--- src/pkg/wiper_consts.svh ---
/*
  Constants for the up/down wiper counter: width, tap count, midscale.
  Assumes inclusion by bare name from the design files.
*/
`ifndef WIPER_CONSTS_SVH
`define WIPER_CONSTS_SVH
// Six-bit tap code
`define WIPER_WIDTH 6
// Number of taps on the resistor ladder
`define WIPER_TAPS 64
// Power-on preset, midscale
`define WIPER_MIDSCALE 6'h20
// Ends of the range
`define WIPER_MAX 6'h3f
`define WIPER_MIN 6'h00
// Synchroniser depth for pin inputs
`define SYNC_STAGES 3
`endif

--- src/pkg/wiper_pkg.sv ---
/*
  Types shared by the wiper counter design.
  Assumes the constants header is compiled alongside.
*/
package wiper_pkg;
  // Step direction, taken from the direction pin
  typedef enum logic [0:0] {
    dir_down_t_e = 1'b0,
    dir_up_t_e = 1'b1
  } step_dir_t;
endpackage : wiper_pkg

--- src/hdl/pin_sync.sv ---
/*
  Three-stage synchroniser for one pin, with a settled output that
  changes only once the second and third stages agree.
  Assumes clk_sys and an asynchronous active-low reset.
*/
`timescale 1ns/100ps
module pin_sync #(
  parameter logic RESET_LEVEL = 1'b1
) (
  // Clock and reset
  input wire logic clk_sys,
  input wire logic rstn,
  // Pin in, settled level out
  input wire logic pin,
  output logic level
);
  // Stage registers; stage 0 is read only by stage 1
  logic [2:0] stage;

  // ----------------------------------------
  // Shift chain
  // ----------------------------------------
  always_ff @(posedge clk_sys or negedge rstn) begin
    if (!rstn) begin
      stage <= {3{RESET_LEVEL}};
    end else begin
      stage <= {stage[1:0], pin};
    end
  end

  // ----------------------------------------
  // Settled level: update only on agreement
  // ----------------------------------------
  always_ff @(posedge clk_sys or negedge rstn) begin
    if (!rstn) begin
      level <= RESET_LEVEL;
    end else if (stage[1] == stage[2]) begin
      level <= stage[2];
    end
  end
endmodule : pin_sync

--- src/hdl/updown_wiper_counter.sv ---
/*
  Up/down wiper position counter for a 64-tap resistor ladder, driven by
  select_n, step clock and direction pins, sampled on clk_sys.
  Assumes the pins are asynchronous to clk_sys, the step clock is
  debounced outside, and rstn stands for power-on reset.
*/
`timescale 1ns/100ps
`include "wiper_consts.svh"

// How it works
// - Hold one of 64 positions, six bits
// - Power-on loads midscale before any step
// - Only step clock falling edges act
// - Select low: each edge moves one position
// - Direction sampled at the step edge
// - Direction high up, low down
// - Select high: edges ignored, position kept
// - Constant direction keeps stepping until end
// - Saturate at ends, never wrap around
// - A-side code is complement of B-side
module updown_wiper_counter
  import wiper_pkg::*;
#(
  parameter int WIDTH = `WIPER_WIDTH
) (
  // Clock and reset
  input wire logic clk_sys,
  input wire logic rstn,
  // Control pins from the host
  input wire logic select_n,
  input wire logic step_clk,
  input wire logic dir_up,
  // Tap codes to the resistor ladder
  output logic [WIDTH-1:0] wiper_b_code,
  output logic [WIDTH-1:0] wiper_a_code
);
  // Settled pin levels
  logic select_n_s;
  logic step_clk_s;
  logic dir_up_s;
  // Previous step level, for edge detection
  logic step_prev;
  // One-cycle step event
  logic step_fall;
  // Direction of the current step
  step_dir_t dir;
  // Position and its next value
  logic [WIDTH-1:0] position;
  logic [WIDTH-1:0] next_position;
  // Length of the current same-direction run, for coverage only
  logic [2:0] run_len;
  // Direction of the last accepted step
  logic run_up;

  // ----------------------------------------
  // Pin synchronisers
  // ----------------------------------------
  // Raw pins and settled levels: [0] select, [1] step clock, [2] direction
  logic [2:0] pin_raw;
  logic [2:0] pin_settled;
  // Packed so that one loop builds every synchroniser
  assign pin_raw = {dir_up, step_clk, select_n};
  // All pins reset high; a high step clock cannot fake an edge
  genvar g;
  generate
    for (g = 0; g < 3; g++) begin : g_sync
      pin_sync #(
        .RESET_LEVEL(1'b1)
      ) u_sync (
        .clk_sys(clk_sys),
        .rstn(rstn),
        .pin(pin_raw[g]),
        .level(pin_settled[g])
      );
    end
  endgenerate
  // Settled levels by name
  assign select_n_s = pin_settled[0];
  assign step_clk_s = pin_settled[1];
  assign dir_up_s = pin_settled[2];

  // ----------------------------------------
  // Falling edge detect on settled step clock
  // ----------------------------------------
  // Reset high like the settled step clock; a low pin at power-on still gives one edge once it settles
  always_ff @(posedge clk_sys or negedge rstn) begin
    if (!rstn) begin
      step_prev <= 1'b1;
    end else begin
      step_prev <= step_clk_s;
    end
  end
  assign step_fall = step_prev & ~step_clk_s;

  // Accepted step: settled falling edge while selected
  function automatic logic step_taken(input logic fall, input logic sel_n);
    return fall & ~sel_n;
  endfunction : step_taken

  // Direction is the settled level in the edge cycle
  assign dir = step_dir_t'(dir_up_s);

  // ----------------------------------------
  // Next position with saturation
  // ----------------------------------------
  always_comb begin
    next_position = position;
    // Deselected edges fall through and keep the position
    if (step_taken(step_fall, select_n_s)) begin
      // One position per edge, held at either end
      case (dir)
        dir_up_t_e: begin
          if (position != `WIPER_MAX) begin
            next_position = position + 6'h01;
          end
        end
        dir_down_t_e: begin
          if (position != `WIPER_MIN) begin
            next_position = position - 6'h01;
          end
        end
        default: begin
          next_position = position;
        end
      endcase
    end
  end

  // ----------------------------------------
  // Position register, midscale at power-on
  // ----------------------------------------
  always_ff @(posedge clk_sys or negedge rstn) begin
    if (!rstn) begin
      position <= `WIPER_MIDSCALE;
    end else begin
      position <= next_position;
    end
  end

  // ----------------------------------------
  // Same-direction run length
  // ----------------------------------------
  // Feeds a cover only; saturates so a long climb cannot wrap it
  always_ff @(posedge clk_sys or negedge rstn) begin
    if (!rstn) begin
      run_len <= 3'h0;
      run_up <= 1'b1;
    end else if (step_taken(step_fall, select_n_s)) begin
      run_up <= dir_up_s;
      if (run_up != dir_up_s) begin
        // A new direction restarts the run
        run_len <= 3'h1;
      end else if (run_len != 3'h7) begin
        // Same direction lengthens it
        run_len <= run_len + 3'h1;
      end
    end
  end

  // ----------------------------------------
  // Ladder codes, registered
  // ----------------------------------------
  always_ff @(posedge clk_sys or negedge rstn) begin
    if (!rstn) begin
      wiper_b_code <= `WIPER_MIDSCALE;
      wiper_a_code <= ~`WIPER_MIDSCALE;
    end else begin
      wiper_b_code <= next_position;
      wiper_a_code <= ~next_position;
    end
  end

  // ----------------------------------------
  // Assertions
  // ----------------------------------------
  // Accepted up step adds exactly one below the top
  a_step_up_one: assert property (@(posedge clk_sys) disable iff (!rstn)
    step_fall && !select_n_s && dir_up_s && position != `WIPER_MAX
    |=> position == $past(position) + 6'h01)
    else $error("up step did not add one");
  // Accepted down step takes exactly one above the bottom
  a_step_down_one: assert property (@(posedge clk_sys) disable iff (!rstn)
    step_fall && !select_n_s && !dir_up_s && position != `WIPER_MIN
    |=> position == $past(position) - 6'h01)
    else $error("down step did not subtract one");
  // Deselected: no edge may move the position
  a_select_hold: assert property (@(posedge clk_sys) disable iff (!rstn)
    select_n_s |=> $stable(position))
    else $error("position moved while deselected");
  // Rising edges and steady levels leave it alone
  a_no_edge_hold: assert property (@(posedge clk_sys) disable iff (!rstn)
    !step_fall |=> $stable(position))
    else $error("position moved without falling edge");
  // Top end holds against further up steps
  a_sat_top: assert property (@(posedge clk_sys) disable iff (!rstn)
    position == `WIPER_MAX && dir_up_s |=> position == `WIPER_MAX)
    else $error("wrapped past top");
  // Bottom end holds against further down steps
  a_sat_bottom: assert property (@(posedge clk_sys) disable iff (!rstn)
    position == `WIPER_MIN && !dir_up_s |=> position == `WIPER_MIN)
    else $error("wrapped past bottom");
  // Both ladder codes follow the position, the A side mirrored
  a_a_side_comp: assert property (@(posedge clk_sys) disable iff (!rstn)
    wiper_a_code == ~wiper_b_code && wiper_b_code == position)
    else $error("ladder codes not complementary");
  // Reset leaves midscale in place for the first edge
  a_reset_mid: assert property (@(posedge clk_sys)
    !rstn |=> position == `WIPER_MIDSCALE || !rstn)
    else $error("no midscale after reset");
  // Between the ends, every move follows the sampled level
  a_dir_held: assert property (@(posedge clk_sys) disable iff (!rstn)
    step_taken(step_fall, select_n_s) && position != `WIPER_MAX
    && position != `WIPER_MIN
    |=> (position == $past(position) + 6'h01) == $past(dir_up_s))
    else $error("direction run broken");
  // Any change of position is a single step
  a_range_ok: assert property (@(posedge clk_sys) disable iff (!rstn)
    $changed(position) |-> position - $past(position) == 6'h01
    || $past(position) - position == 6'h01)
    else $error("position jumped more than one");

  c_step_up: cover property (@(posedge clk_sys) disable iff (!rstn)
    step_fall && !select_n_s && dir_up_s);
  c_step_down: cover property (@(posedge clk_sys) disable iff (!rstn)
    step_fall && !select_n_s && !dir_up_s);
  c_at_top: cover property (@(posedge clk_sys) disable iff (!rstn)
    position == `WIPER_MAX);
  c_deselected_edge: cover property (@(posedge clk_sys)
    disable iff (!rstn) step_fall && select_n_s);
  // A long run of steps in one direction
  c_long_run: cover property (@(posedge clk_sys) disable iff (!rstn)
    run_len == 3'h7);
endmodule : updown_wiper_counter

--- config.mk ---
export PLATFORM = sky130hd
export DESIGN_NAME = updown_wiper_counter
export DESIGN_NICKNAME = d
export VERILOG_FILES = /design/src/pkg/wiper_pkg.sv /design/src/hdl/pin_sync.sv /design/src/hdl/updown_wiper_counter.sv
export VERILOG_INCLUDE_DIRS = /design/src /design/src/pkg
export SDC_FILE = /design/constraint.sdc
export NUM_CORES = 1
export LEC_CHECK = 0
export ABC_CLOCK_PERIOD_IN_PS = 3000
export BUFFER_PORTS_ARGS = -buffer_cell sky130_fd_sc_hd__buf_2
export CAP_MARGIN = 20
export CORE_AREA = 2 2 65 67
export DETAILED_ROUTE_END_ITERATION = 12
export DIE_AREA = 0 0 67 69
export GPL_ROUTABILITY_DRIVEN = 0
export PLACE_DENSITY = 0.49
export SKIP_LAST_GASP = 1
export SLEW_MARGIN = 10
export SYNTH_ARGS = -nofsm -noshare
export SYNTH_HDL_FRONTEND = slang
export SYNTH_SLANG_ARGS = --single-unit
--- constraint.sdc ---
create_clock -name clk_sys -period 3 [get_ports clk_sys]
set_input_delay 0.15 -clock clk_sys [delete_from_list [all_inputs] [get_ports clk_sys]]
set_output_delay 0.15 -clock clk_sys [all_outputs]
set_load 0.005 [all_outputs]
* Word-level counts from Yosys, hierarchy flattened
Cells that the tools add are included.
** Word-level totals
- Register bits after elaboration :: 25
- Word-level logic and storage cells :: 26
** Operators by class
- $add $sub $neg :: 2
- Multiplexer cells :: 4
- Bitwise logic cells :: 6
- Reduce and logical (&&, ||, !) cells :: 1
- Eq/ne operators :: 4
** Operators with widths (number)
- 6-bit 2-to-1 mux :: 3
- 6-bit case mux with 2 select lines :: 1
- 6-bit by 1-bit adder with 6-bit output (second input constant) :: 1
- 6-bit inequality test (second input constant) :: 1
- 6-bit inverter :: 1
- 6-bit nonzero test :: 1
- 6-bit by 1-bit subtractor with 6-bit output (second input constant) :: 1
- 1-bit == test :: 3
- 1-bit inverter :: 3
- 1-bit bitwise AND :: 2

* Logic depth before layout (Yosys ltp)
Gate-level depths: netlist of the first run.
- Depth after elaboration :: 5
- Depth in mapped cells :: 6

* Hierarchy
A second synthesis of the first run with hierarchy kept.
** Unflattened totals
- Cell total of the unflattened synthesis :: 93
- Area total of the unflattened synthesis :: 1131.1 sq um
** Modules (own cells, without submodules)
- updown_wiper_counter :: times used 1, area an instance 782.0 sq um, seq. area each 334.1 sq um, cells an instance 78
- pin_sync :: times used 3, area an instance 116.4 sq um, seq. area each 105.1 sq um, cells an instance 5

* Least setup slack after synthesis of the first run
OpenSTA, ideal clock, no wires.
- Path type :: register to register
- From :: reg position[0]
- To :: reg position[1]
- Required time :: 2.874 ns
- Stages on the path, launching flop included :: 7
- Library setup time :: 0.126 ns
- Arrival time :: 1.624 ns
- Buffers on the path :: 0
- Slack :: 1.250 ns
- Cells stage by stage :: dfrtp_1 inv_1 ha_1 nor3b_2 nand2_1 mux2_2 a221o_1
** On the way
- Longest elaborated chain between the ends :: 4
- Elaborated cells on any way between the ends :: 8
- Those cells by class :: add/sub (2); eq/ne (1); mux (4); reduce/logical (1)
** Ends and longest elaborated chain
- from (decl) :: RTL line updown_wiper_counter.sv:48 : logic [WIDTH-1:0] position;
- from (signal assigned) :: RTL line updown_wiper_counter.sv:134 : position <= `WIPER_MIDSCALE;
- from (signal assigned) :: RTL line updown_wiper_counter.sv:136 : position <= next_position;
- 6-bit by 1-bit subtractor with 6-bit output (tied with other cells) :: RTL line updown_wiper_counter.sv:119 : next_position = position - 6'h01;
- 6-bit 2-to-1 mux, on equally long branches :: RTL line updown_wiper_counter.sv:118, updown_wiper_counter.sv:113
- 6-bit case mux with 2 select lines * :: RTL line updown_wiper_counter.sv:111 : case (dir)
- 6-bit 2-to-1 mux * :: RTL line updown_wiper_counter.sv:109 : if (step_taken(step_fall, select_n_s)) begin
- net next_position[1] :: RTL line updown_wiper_counter.sv:49 : logic [WIDTH-1:0] next_position;
The timed path passes the listed nets; every way through them passes the cells marked *.
A chain may end at the register's enable or synchronous reset.

==> impl_metrics.py, run 1 <==
metrics = {
    "status": {
        "status": "complete, no violations",
    },
    "synth": {
        "syn_area_um2": 1110,
        "syn_nets": 102,
        "synthCells": 94,
        "yosys_register_bits": 25,
        "seq_area_frac_synth_pct": 58.5,
        "syn_area_per_cell_um2": 11.8,
        "yosysWarningCount": 0,
        "synth.distinct_cells": 39,
    },
    "global_route": {
        "grt_pass1_wl_um": 3620,
        "grt_overflow": 0,
        "antenna_found_initial": 0,
        "grt_max_degree": 26,
        "track_usage_pct": 10.0,
        "first_global_vias": 752,
    },
    "clock_network": {
        "clockBufferDepth": 2,
        "postCtsResizedCells": 0,
        "ctsHtreeMaxLevel": 1,
        "insertion_delay_ns": 0.27,
        "cts_tree": "built",
        "numCtsBuffers": 3,
        "ctsRootBufferMaster": "clkbuf_8",
        "clk_pin_slew_ns": 0.09,
        "cts.sinks": 25,
    },
    "die": {
        "dieArea_um2": 4620,
        "coreArea_um2": 3910,
        "ios": 17,
        "die_h_um": 69,
        "start_util_pct": 28.4,
        "dieWidth_um": 67,
        "rows": 23,
    },
    "pwr": {
        "power_leakage_nw": 0.535,
        "power_density_nw_per_um2": 774,
        "vdd_drop_max_mv": 0.271,
    },
    "finish": {
        "final_cell_mix": "dfstp_2 (19), buf_2 (16), dfrtp_1 (6)",
        "final_cell_area_um2": 1330,
        "fillerInstances": 417,
        "drive_above_1_share_pct": 36.8,
        "area.growth.synth_to_final_pct": 19.4,
        "nNetsFinal": 123,
        "antenna_cells": 0,
        "final_common_cell": "dfstp_2",
    },
    "timing": {
        "setup_viol": 0,
        "timing.final.crit_period_ns": 1.90,
        "final-hold-violation-count": 0,
        "whs_ns": 0.360,
        "finalClockSkew_ns": 0.00334,
        "fin_crit_sh_pct": 63.3,
        "finalSetupTns_ns": 0,
        "grt_setup_unrepaired": "no",
        "worst_pin_slew_ns": 0.626,
        "fmax_mhz": 527,
        "max_slew_margin_pct": 58.2,
        "slew_viol_final": 0,
    },
    "critical_path": {
        "cp.required_ns": 3.21,
        "path_buf_inv": 0,
        "cpPeakStageDelay_ns": 0.53,
        "end_kind": "flop",
        "critical_path_class": "reg -> reg",
        "crit_family": "simple AND/OR/NAND/NOR gates",
        "crit_path_cell_trace": "or3b_1 > or3_1 > o31a_1 > o21a_1",
        "critPathArrivalTime_ns": 2.10,
        "cp_slowest_cell": "dfstp_2",
        "start_kind": "flop",
        "cp_max_fo": 11,
    },
    "detailed_routing": {
        "vias": 775,
        "drt_first_pass_iters": 4,
        "wl_per_cell_um": 12.0,
        "drt_drc_violations_left": 0,
        "totalWireLength_um": 1960,
        "antenna_left": 0,
        "drt-initial-drc-count": 48,
        "viasPerCell": 4.73,
    },
    "place": {
        "portBuffers": 16,
        "placed_area_um2": 1240,
        "hpwl_um": 1410,
    },
    "job": {
        "maxCapViolCount": 0,
    },
    "worst_hold_path": {
        "hold_path_class": "reg -> reg",
    },
}
cell families (layout without fill, tap and decap cells):
family	Yosys count	count (layout)	synth area share [%]
DFF	25	25	58.5
and+or+nand+nor	25	25	13.2
AOI/OAI and AO/OA	24	24	14.7
buffers and inverters	9	29	3.16
adders and majority gates	6	6	6.09
muxes	3	3	2.82
xor gates and xnor gates	2	2	1.58
layer usage:
metal | track usage (%) | wire length, um | part of all wire, % | up-vias
met3 | 3.43 | 121 | 6.2 | 5
met5 | 0 | 0 | 0 | -
met1 | 13.8 | 924 | 47 | 361
li1 | - | - | - | 385
met2 | 14.6 | 892 | 45 | 24
met4 | 3.17 | 25 | 1.3 | 0
path summary, 6_finish.rpt:
path	slack, ns	start	to	depth (start not counted)
max reg2reg	1.10	step_prev	flop	4
min in group asynchronous	0.39	rstn	position[3]	2
max in group asynchronous	2.24	rstn	wiper_a_code[0]	2
max	1.10	step_prev	flop	4
min	0.36	g_sync[0].u_sync.stage[0]	g_sync[0].u_sync.stage[1]	0
min reg2reg	0.36	g_sync[0].u_sync.stage[0]	g_sync[0].u_sync.stage[1]	0
layout make-up:
type / instances / area, um2 / area share (%)
clock inverter: 1 / 7.51 / 0.567
clock buffer: 3 / 41.3 / 3.12
multi-input combinational: 60 / 425 / 32.1
inverter: 5 / 18.8 / 1.42
sequential: 25 / 649 / 49.0
timing repair buffer: 20 / 120 / 9.07
tap: 50 / 62.6 / 4.72
where the power goes:
part / total (mW) / internal [mW] / leakage (nW) / switching [mW]
Sequential: 0.514 / 0.431 / 0.272 / 0.0834
Clock: 0.202 / 0.0942 / 0.0217 / 0.107
Combinational: 0.310 / 0.155 / 0.241 / 0.155
Yosys cell counts, drive strengths merged:
master / instances / area (um2)
nor3: 2 / 10.0
o22ai: 1 / 6.26
o31ai: 1 / 7.51
o21a: 1 / 7.51
inv: 5 / 18.8
mux2: 1 / 11.3
maj3: 3 / 30.0
clkbuf: 3 / 11.3
xnor2: 2 / 17.5
or3b: 2 / 17.5
a22o: 1 / 8.76
nor4: 1 / 6.26
or3: 1 / 6.26
and2: 2 / 12.5
and3: 2 / 12.5
o31a: 2 / 17.5
a221oi: 1 / 8.76
nand3: 2 / 10.0
o41ai: 1 / 8.76
buf: 1 / 5.00
a21oi: 3 / 15.0
o21ai: 6 / 30.0
nor3b: 2 / 20.0
ha: 3 / 37.5
mux2i: 2 / 20.0
a221o: 1 / 10.0
a31oi: 2 / 12.5
nand2: 5 / 18.8
a211oi: 1 / 7.51
dfrtp: 6 / 150
a22oi: 2 / 15.0
nand4: 3 / 18.8
o211ai: 1 / 7.51
nor2b: 1 / 6.26
dfstp: 19 / 499
nor2: 2 / 7.51
metrics by stage:
step           power, mW  setup slack (ns)  cells  utilization [%]
3_3_place_gp       0.826              1.14    156             31.6
3_5_place_dp       0.831              1.11    156             31.6
4_1_cts             1.04              1.10    164             33.9
2_1_floorplan      0.718              1.25     94                -
6_report            1.03              1.10    164             33.9
5_1_grt             1.12             0.971    164             33.9
sequential cells by signal, summed over array words and instances, names as in the netlist, named ones only:
register / count
g_sync.u_sync.level: 3
g_sync.u_sync.stage: 9
position: 5
step_prev: 1
wiper_a_code: 6
what timing repair did:
| item | in CTS | in global routing |
|---|---|---|
| setup buffers | 0 | 0 |
| hold buffers | 4 | 0 |
| endpoints found under the hold margin | 9 | 0 |
Note: power is estimated with default switching activity, not from simulation.
==> run 2: changes to the inputs <==
Settings changed: ABC_AREA from default to 1, ABC_CLOCK_PERIOD_IN_PS 3000 to 2000, CORE_AREA 2 2 65 67 to 2 2 67 69, DIE_AREA 0 0 67 69 to 0 0 69 71, PLACE_DENSITY 0.49 to 0.48.
Clock period 3 ns to 2 ns, I/O delays scaled along.
==> impl_metrics.py, run 2 <==
metrics = {
    "status": {
        "status": "complete, no violations",
    },
    "pwr": {
        "sw_frac_of_total_pct": 37.8,
        "vdd_drop_max_mv": 0.267,
        "p_comb_share_pct": 36.1,
        "power_density_nw_per_um2": 1250,
        "total_power_mw": 1.74,
        "seqPwrFrac_pct": 46.5,
        "p_int_mw": 1.08,
        "p_switching_uw": 658,
        "p_clk_share_pct": 17.5,
        "power_leakage_nw": 0.647,
    },
    "critical_path": {
        "r2r.worst_path.cells": 9,
        "end_kind": "flop",
        "start_kind": "flop",
        "cp.required_ns": 2.16,
        "reg2reg_to": "wiper_a_code[5]",
        "r2r_start": "position[0]",
        "critical_path_class": "reg -> reg",
        "critPathArrivalTime_ns": 1.70,
        "r2r_slack_ns": 0.46,
        "cp_max_fo": 8,
    },
    "timing": {
        "timing.final.crit_period_ns": 1.54,
        "final-hold-violation-count": 0,
        "worst_pin_slew_ns": 0.533,
        "finalSetupTns_ns": 0,
        "slew_viol_final": 0,
        "fmax_mhz": 651,
        "setup_viol": 0,
        "finalClockSkew_ns": 0.00388,
        "max_slew_margin_pct": 64.5,
        "grt_setup_unrepaired": "no",
        "fin_crit_sh_pct": 76.8,
        "whs_ns": 0.340,
    },
    "synth": {
        "yosys_register_bits": 25,
        "ys.flop_type": "dfstp_2",
        "seq_area_frac_synth_pct": 55.9,
        "synth_top_area_share_pct": 42.9,
        "yosysWarningCount": 0,
        "synth.distinct_cells": 19,
        "synth_edf_count": 0,
        "syn_area_per_cell_um2": 9.69,
        "synthArstFlopShare_pct": 100,
        "syn_area_um2": 1160,
        "synth_area_leader_cell": "dfstp_2",
        "yosysMostFrequentCell": "nand2_1",
        "synth_common_cells": "nand2_1 (34), dfstp_2 (19), nand3_1 (14)",
        "synthTopCellsByArea": "dfstp_2 (43%), dfrtp_1 (13%), nand2_1 (11%)",
        "syn_nets": 128,
        "synthCells": 120,
    },
    "die": {
        "ios": 17,
        "coreArea_um2": 4200,
        "dieWidth_um": 69,
        "die_h_um": 71,
        "start_util_pct": 27.6,
        "rows": 24,
        "dieArea_um2": 4900,
    },
    "clock_network": {
        "insertion_delay_ns": 0.27,
        "numCtsBuffers": 3,
        "cts_tree": "built",
        "clockBufferDepth": 2,
        "ctsRootBufferMaster": "clkbuf_8",
        "clk_pin_slew_ns": 0.09,
        "cts.sinks": 25,
        "postCtsResizedCells": 0,
        "ctsHtreeMaxLevel": 1,
    },
    "finish": {
        "stdcell_count": 195,
        "fillerInstances": 447,
        "nNetsFinal": 152,
        "top_register": "g_sync.u_sync.stage",
        "final_cell_mix": "nand2_1 (34), dfstp_2 (19), buf_2 (16)",
        "ff_latch_area_um2": 649,
        "reg_top3": "g_sync.u_sync.stage: 9 flops, wiper_a_code: 6 flops, position: 5 flops",
        "largest_reg_flops": 9,
        "final_common_cell": "nand2_1",
        "antenna_cells": 0,
        "drive_above_1_share_pct": 33.6,
        "area.growth.synth_to_final_pct": 19.5,
        "multi_input_area_um2": 453,
        "final_cell_area_um2": 1390,
    },
    "global_route": {
        "met1_usage_pct": 11.8,
        "grt_pass1_wl_um": 3830,
        "gr-max-usage-layer": "met2",
        "grt_max_degree": 26,
        "first_global_vias": 876,
        "gr-usage-met3_pct": 2.14,
        "track_usage_pct": 9.72,
        "grtUsageMet2_pct": 16.5,
        "grt_overflow": 0,
        "antenna_found_initial": 0,
    },
    "job": {
        "maxCapViolCount": 0,
    },
    "detailed_routing": {
        "wl_per_cell_um": 10.7,
        "drt_first_pass_iters": 4,
        "viasPerCell": 4.26,
        "drt_drc_violations_left": 0,
        "drt-initial-drc-count": 39,
        "vias": 831,
        "antenna_left": 0,
        "totalWireLength_um": 2080,
    },
    "place": {
        "placed_area_um2": 1300,
        "hpwl_um": 1530,
        "portBuffers": 16,
        "dp_cells": 187,
    },
    "worst_hold_path": {
        "hold_path_class": "in -> async",
    },
}
run 2: changes by cell type after synthesis, moves of 4 or more:
cell | previous run | this run
nor2_1 | 2 | 6
inv_1 | 5 | 13
nand3_1 | 2 | 14
nand2_1 | 5 | 34
xor2_1 | 0 | 6
run 2: power groups by stage:
stage,Clock [mW],Combinational [mW],Sequential (mW)
after floorplan,0,0.445,0.795
after global placement,0,0.613,0.820
after detailed placement,0,0.625,0.821
after CTS,0.318,0.633,0.813
after global routing,0.350,0.724,0.838
final,0.304,0.628,0.808
run 2: worst max path at each step:
| stage | start | endpoint | slack, ns | depth (start not counted) |
|---|---|---|---|---|
| global route | position[0] | wiper_a_code[5] | 0.31 | 9 |
| global placement | position[0] | wiper_a_code[5] | 0.49 | 7 |
| CTS | position[0] | wiper_a_code[5] | 0.45 | 9 |
| detailed placement | position[0] | wiper_a_code[5] | 0.46 | 9 |
| finish | position[0] | wiper_a_code[5] | 0.46 | 9 |
| floorplan | position[0] | wiper_a_code[5] | 0.61 | 9 |
run 2: kinds of logic (layout without fill, tap and decap cells):
kind of cell	after synthesis	count (layout)	share of synthesized area, %
flops	25	25	55.9
compound gates	4	4	1.94
fa+ha+maj	6	6	5.81
simple gates	64	64	26.7
buf+inv	15	38	5.17
xor+xnor	6	6	4.52
run 2: layer usage:
| metal | up-vias | routed length (um) |
|---|---|---|
| li1 | 425 | - |
| met1 | 394 | 965 |
| met2 | 10 | 1030 |
| met3 | 2 | 72 |
| met4 | 0 | 15 |
| met5 | - | 0 |
run 2: through the flow:
step / util, % / worst slack (ns)
after global routing: 33.0 / 0.305
after global placement: 30.9 / 0.487
final: 33.0 / 0.464
after floorplan: - / 0.606
after detailed placement: 30.9 / 0.461
after CTS: 33.0 / 0.448
run 2: critical path, cell delays in order (launching register included):
cell     delay, ns
dfrtp_1       0.45
inv_2         0.15
ha_1          0.19
inv_1         0.05
nor2_1        0.11
nand4_1       0.15
nand3_4       0.14
inv_1         0.07
nand3_1       0.07
nand2_1       0.05
run 2: timing repair:
action                     in CTS  in global routing
setup buffers                   0                  0
hold buffers                    4                  0
hold endpoints to repair        9                  0
setup endpoints to repair       0                  0
run 2: final cells by class:
| type | instances | area share, % |
|---|---|---|
| Sequential cell | 25 | 46.8 |
| Multi-Input combinational cell | 80 | 32.6 |
| Timing Repair Buffer | 20 | 8.65 |
| Tap cell | 52 | 4.68 |
| Inverter | 14 | 3.78 |
| Clock buffer | 3 | 2.97 |
| Clock inverter | 1 | 0.541 |
==> run 3: changes to the inputs <==
Settings changed: ABC_CLOCK_PERIOD_IN_PS 2000 to 1440.
Clock period 2 ns to 1.44 ns, I/O delays scaled along.
==> impl_metrics.py, run 3 (same netlist as run 2, synthesis figures left out) <==
metrics = {
    "finish": {
        "nNetsFinal": 163,
        "fillerInstances": 433,
        "final_cell_mix": "nand2_1 (31), dfstp_2 (19), buf_2 (16)",
        "largest_reg_flops": 9,
        "antenna_cells": 0,
        "top_register": "g_sync.u_sync.stage",
        "drive_above_1_share_pct": 49.4,
        "area.growth.synth_to_final_pct": 33.0,
        "fin_util_pct": 36.8,
        "reg_top3": "g_sync.u_sync.stage: 9 flops, wiper_a_code: 6 flops, position: 5 flops",
        "final_common_cell": "nand2_1",
        "stdcell_count": 206,
    },
    "die": {
        "dieWidth_um": 69,
        "ios": 17,
        "dieArea_um2": 4900,
        "rows": 24,
        "coreArea_um2": 4200,
        "die_h_um": 71,
        "start_util_pct": 27.6,
    },
    "pwr": {
        "vdd_drop_max_mv": 0.639,
        "power_density_nw_per_um2": 1780,
        "power_leakage_nw": 0.708,
    },
    "critical_path": {
        "r2r_start": "position[3]",
        "r2r_slack_ns": 0.03,
        "critical_path_class": "reg -> reg",
        "r2r.worst_path.cells": 6,
        "cp.required_ns": 1.66,
        "crit_path_start": "position[3]",
        "critPathArrivalTime_ns": 1.63,
        "cp_max_fo": 8,
        "start_kind": "flop",
        "end_kind": "flop",
    },
    "detailed_routing": {
        "drt-initial-drc-count": 53,
        "drt_drc_violations_left": 0,
        "antenna_left": 0,
        "wl_per_cell_um": 11.1,
        "vias": 889,
        "drt_first_pass_iters": 4,
        "totalWireLength_um": 2280,
        "viasPerCell": 4.32,
    },
    "clock_network": {
        "ctsHtreeMaxLevel": 1,
        "cts.sinks": 25,
        "insertion_delay_ns": 0.27,
        "ctsRootBufferMaster": "clkbuf_8",
        "clk_pin_slew_ns": 0.09,
        "cts_tree": "built",
        "clockBufferDepth": 2,
        "numCtsBuffers": 3,
    },
    "global_route": {
        "first_global_vias": 929,
        "track_usage_pct": 10.1,
        "grt_pass1_wl_um": 3970,
        "antenna_found_initial": 0,
        "grt_max_degree": 26,
        "grt_overflow": 0,
    },
    "place": {
        "dp_cells": 193,
        "portBuffers": 16,
        "hpwl_um": 1530,
    },
    "timing": {
        "fin_crit_sh_pct": 98.0,
        "setup_viol": 0,
        "slew_viol_final": 0,
        "final-hold-violation-count": 0,
        "fmax_mhz": 709,
        "finalClockSkew_ns": 0.00255,
        "worst_pin_slew_ns": 0.531,
        "max_slew_margin_pct": 64.6,
        "grt_setup_unrepaired": "yes",
        "timing.final.crit_period_ns": 1.41,
    },
    "job": {
        "maxCapViolCount": 0,
    },
    "worst_hold_path": {
        "hold_path_class": "in -> async",
    },
    "status": {
        "status": "complete, no violations",
    },
}
-- run 3: cell types whose count changed in the layout (fill, tap and decap cells not counted), moves of 2 or more --
cell	delta
nand2_2	+3
o21ai_0	-2
nand3_1	-4
nor2_1	-3
buf_4	+10
o21ai_1	+2
inv_1	-3
ha_1	-2
nand3_2	+4
nor2_2	+2
ha_4	+2
nand2_1	-3
inv_2	+3
-- run 3: per-layer routing --
metal	up-vias	GRT usage, %	routed length (um)
met5	-	0	0
met1	431	10.8	990
li1	446	-	-
met3	2	3.70	69
met2	10	18.7	1210
met4	0	2.61	15
-- run 3: worst min-delay path by stage --
stage	end
3_3_place_gp	wiper_a_code[5]
6_report	position[3]
5_1_grt	position[0]
4_1_cts	position[1]
3_5_place_dp	wiper_a_code[5]
2_1_floorplan	position[0]
-- run 3: through the flow --
| stage | power (mW) | setup TNS (ns) | hold slack, ns | setup WS [ns] | area [um2] |
|---|---|---|---|---|---|
| final | 2.76 | 0 | 0.310 | 0.0290 | 1550 |
| after global routing | 3.02 | -0.245 | 0.354 | -0.0609 | 1550 |
| after CTS | 2.60 | 0 | 0.336 | 0.00766 | 1460 |
| after detailed placement | 2.08 | -0.00707 | 0.0935 | -0.00707 | 1350 |
| after global placement | 2.08 | 0 | 0.0852 | 0.0126 | 1350 |
| after floorplan | 1.72 | 0 | -0.224 | 0.0465 | 1160 |
-- run 3: power by group --
group | total, mW | leakage, nW | switching [mW] | internal (mW)
clock | 0.429 | 0.0261 | 0.226 | 0.202
combinational | 1.20 | 0.416 | 0.646 | 0.555
sequential | 1.13 | 0.266 | 0.188 | 0.941
total | 2.76 | 0.708 | 1.06 | 1.70
-- run 3: what timing repair did --
item | CTS | global route
setup buffers | 3 | 2
gates resized for setup | 1 | 22
hold buffers | 4 | 0
setup endpoints to repair | 3 | 12
cloned | 0 | 0
endpoints found under the hold margin | 9 | 0
pin swaps | 1 | 12
-- run 3: area by class of cell --
class / instances / area (um2) / share of cell area, %
Clock inverter: 1 / 8.76 / 0.566
Sequential cell: 25 / 651 / 42.1
Inverter: 14 / 52.6 / 3.40
Clock buffer: 3 / 41.3 / 2.67
Timing Repair Buffer: 31 / 206 / 13.3
Tap cell: 52 / 65.1 / 4.21
Multi-Input combinational cell: 80 / 522 / 33.7
-- run 3: critical path: stages (launching register included) --
cell and delay, ns:
dfrtp_1 0.51, nor2_2 0.27, nand4_1 0.20, nand3_4 0.18, buf_6 0.11, nand2_1 0.04, nand2_1 0.06
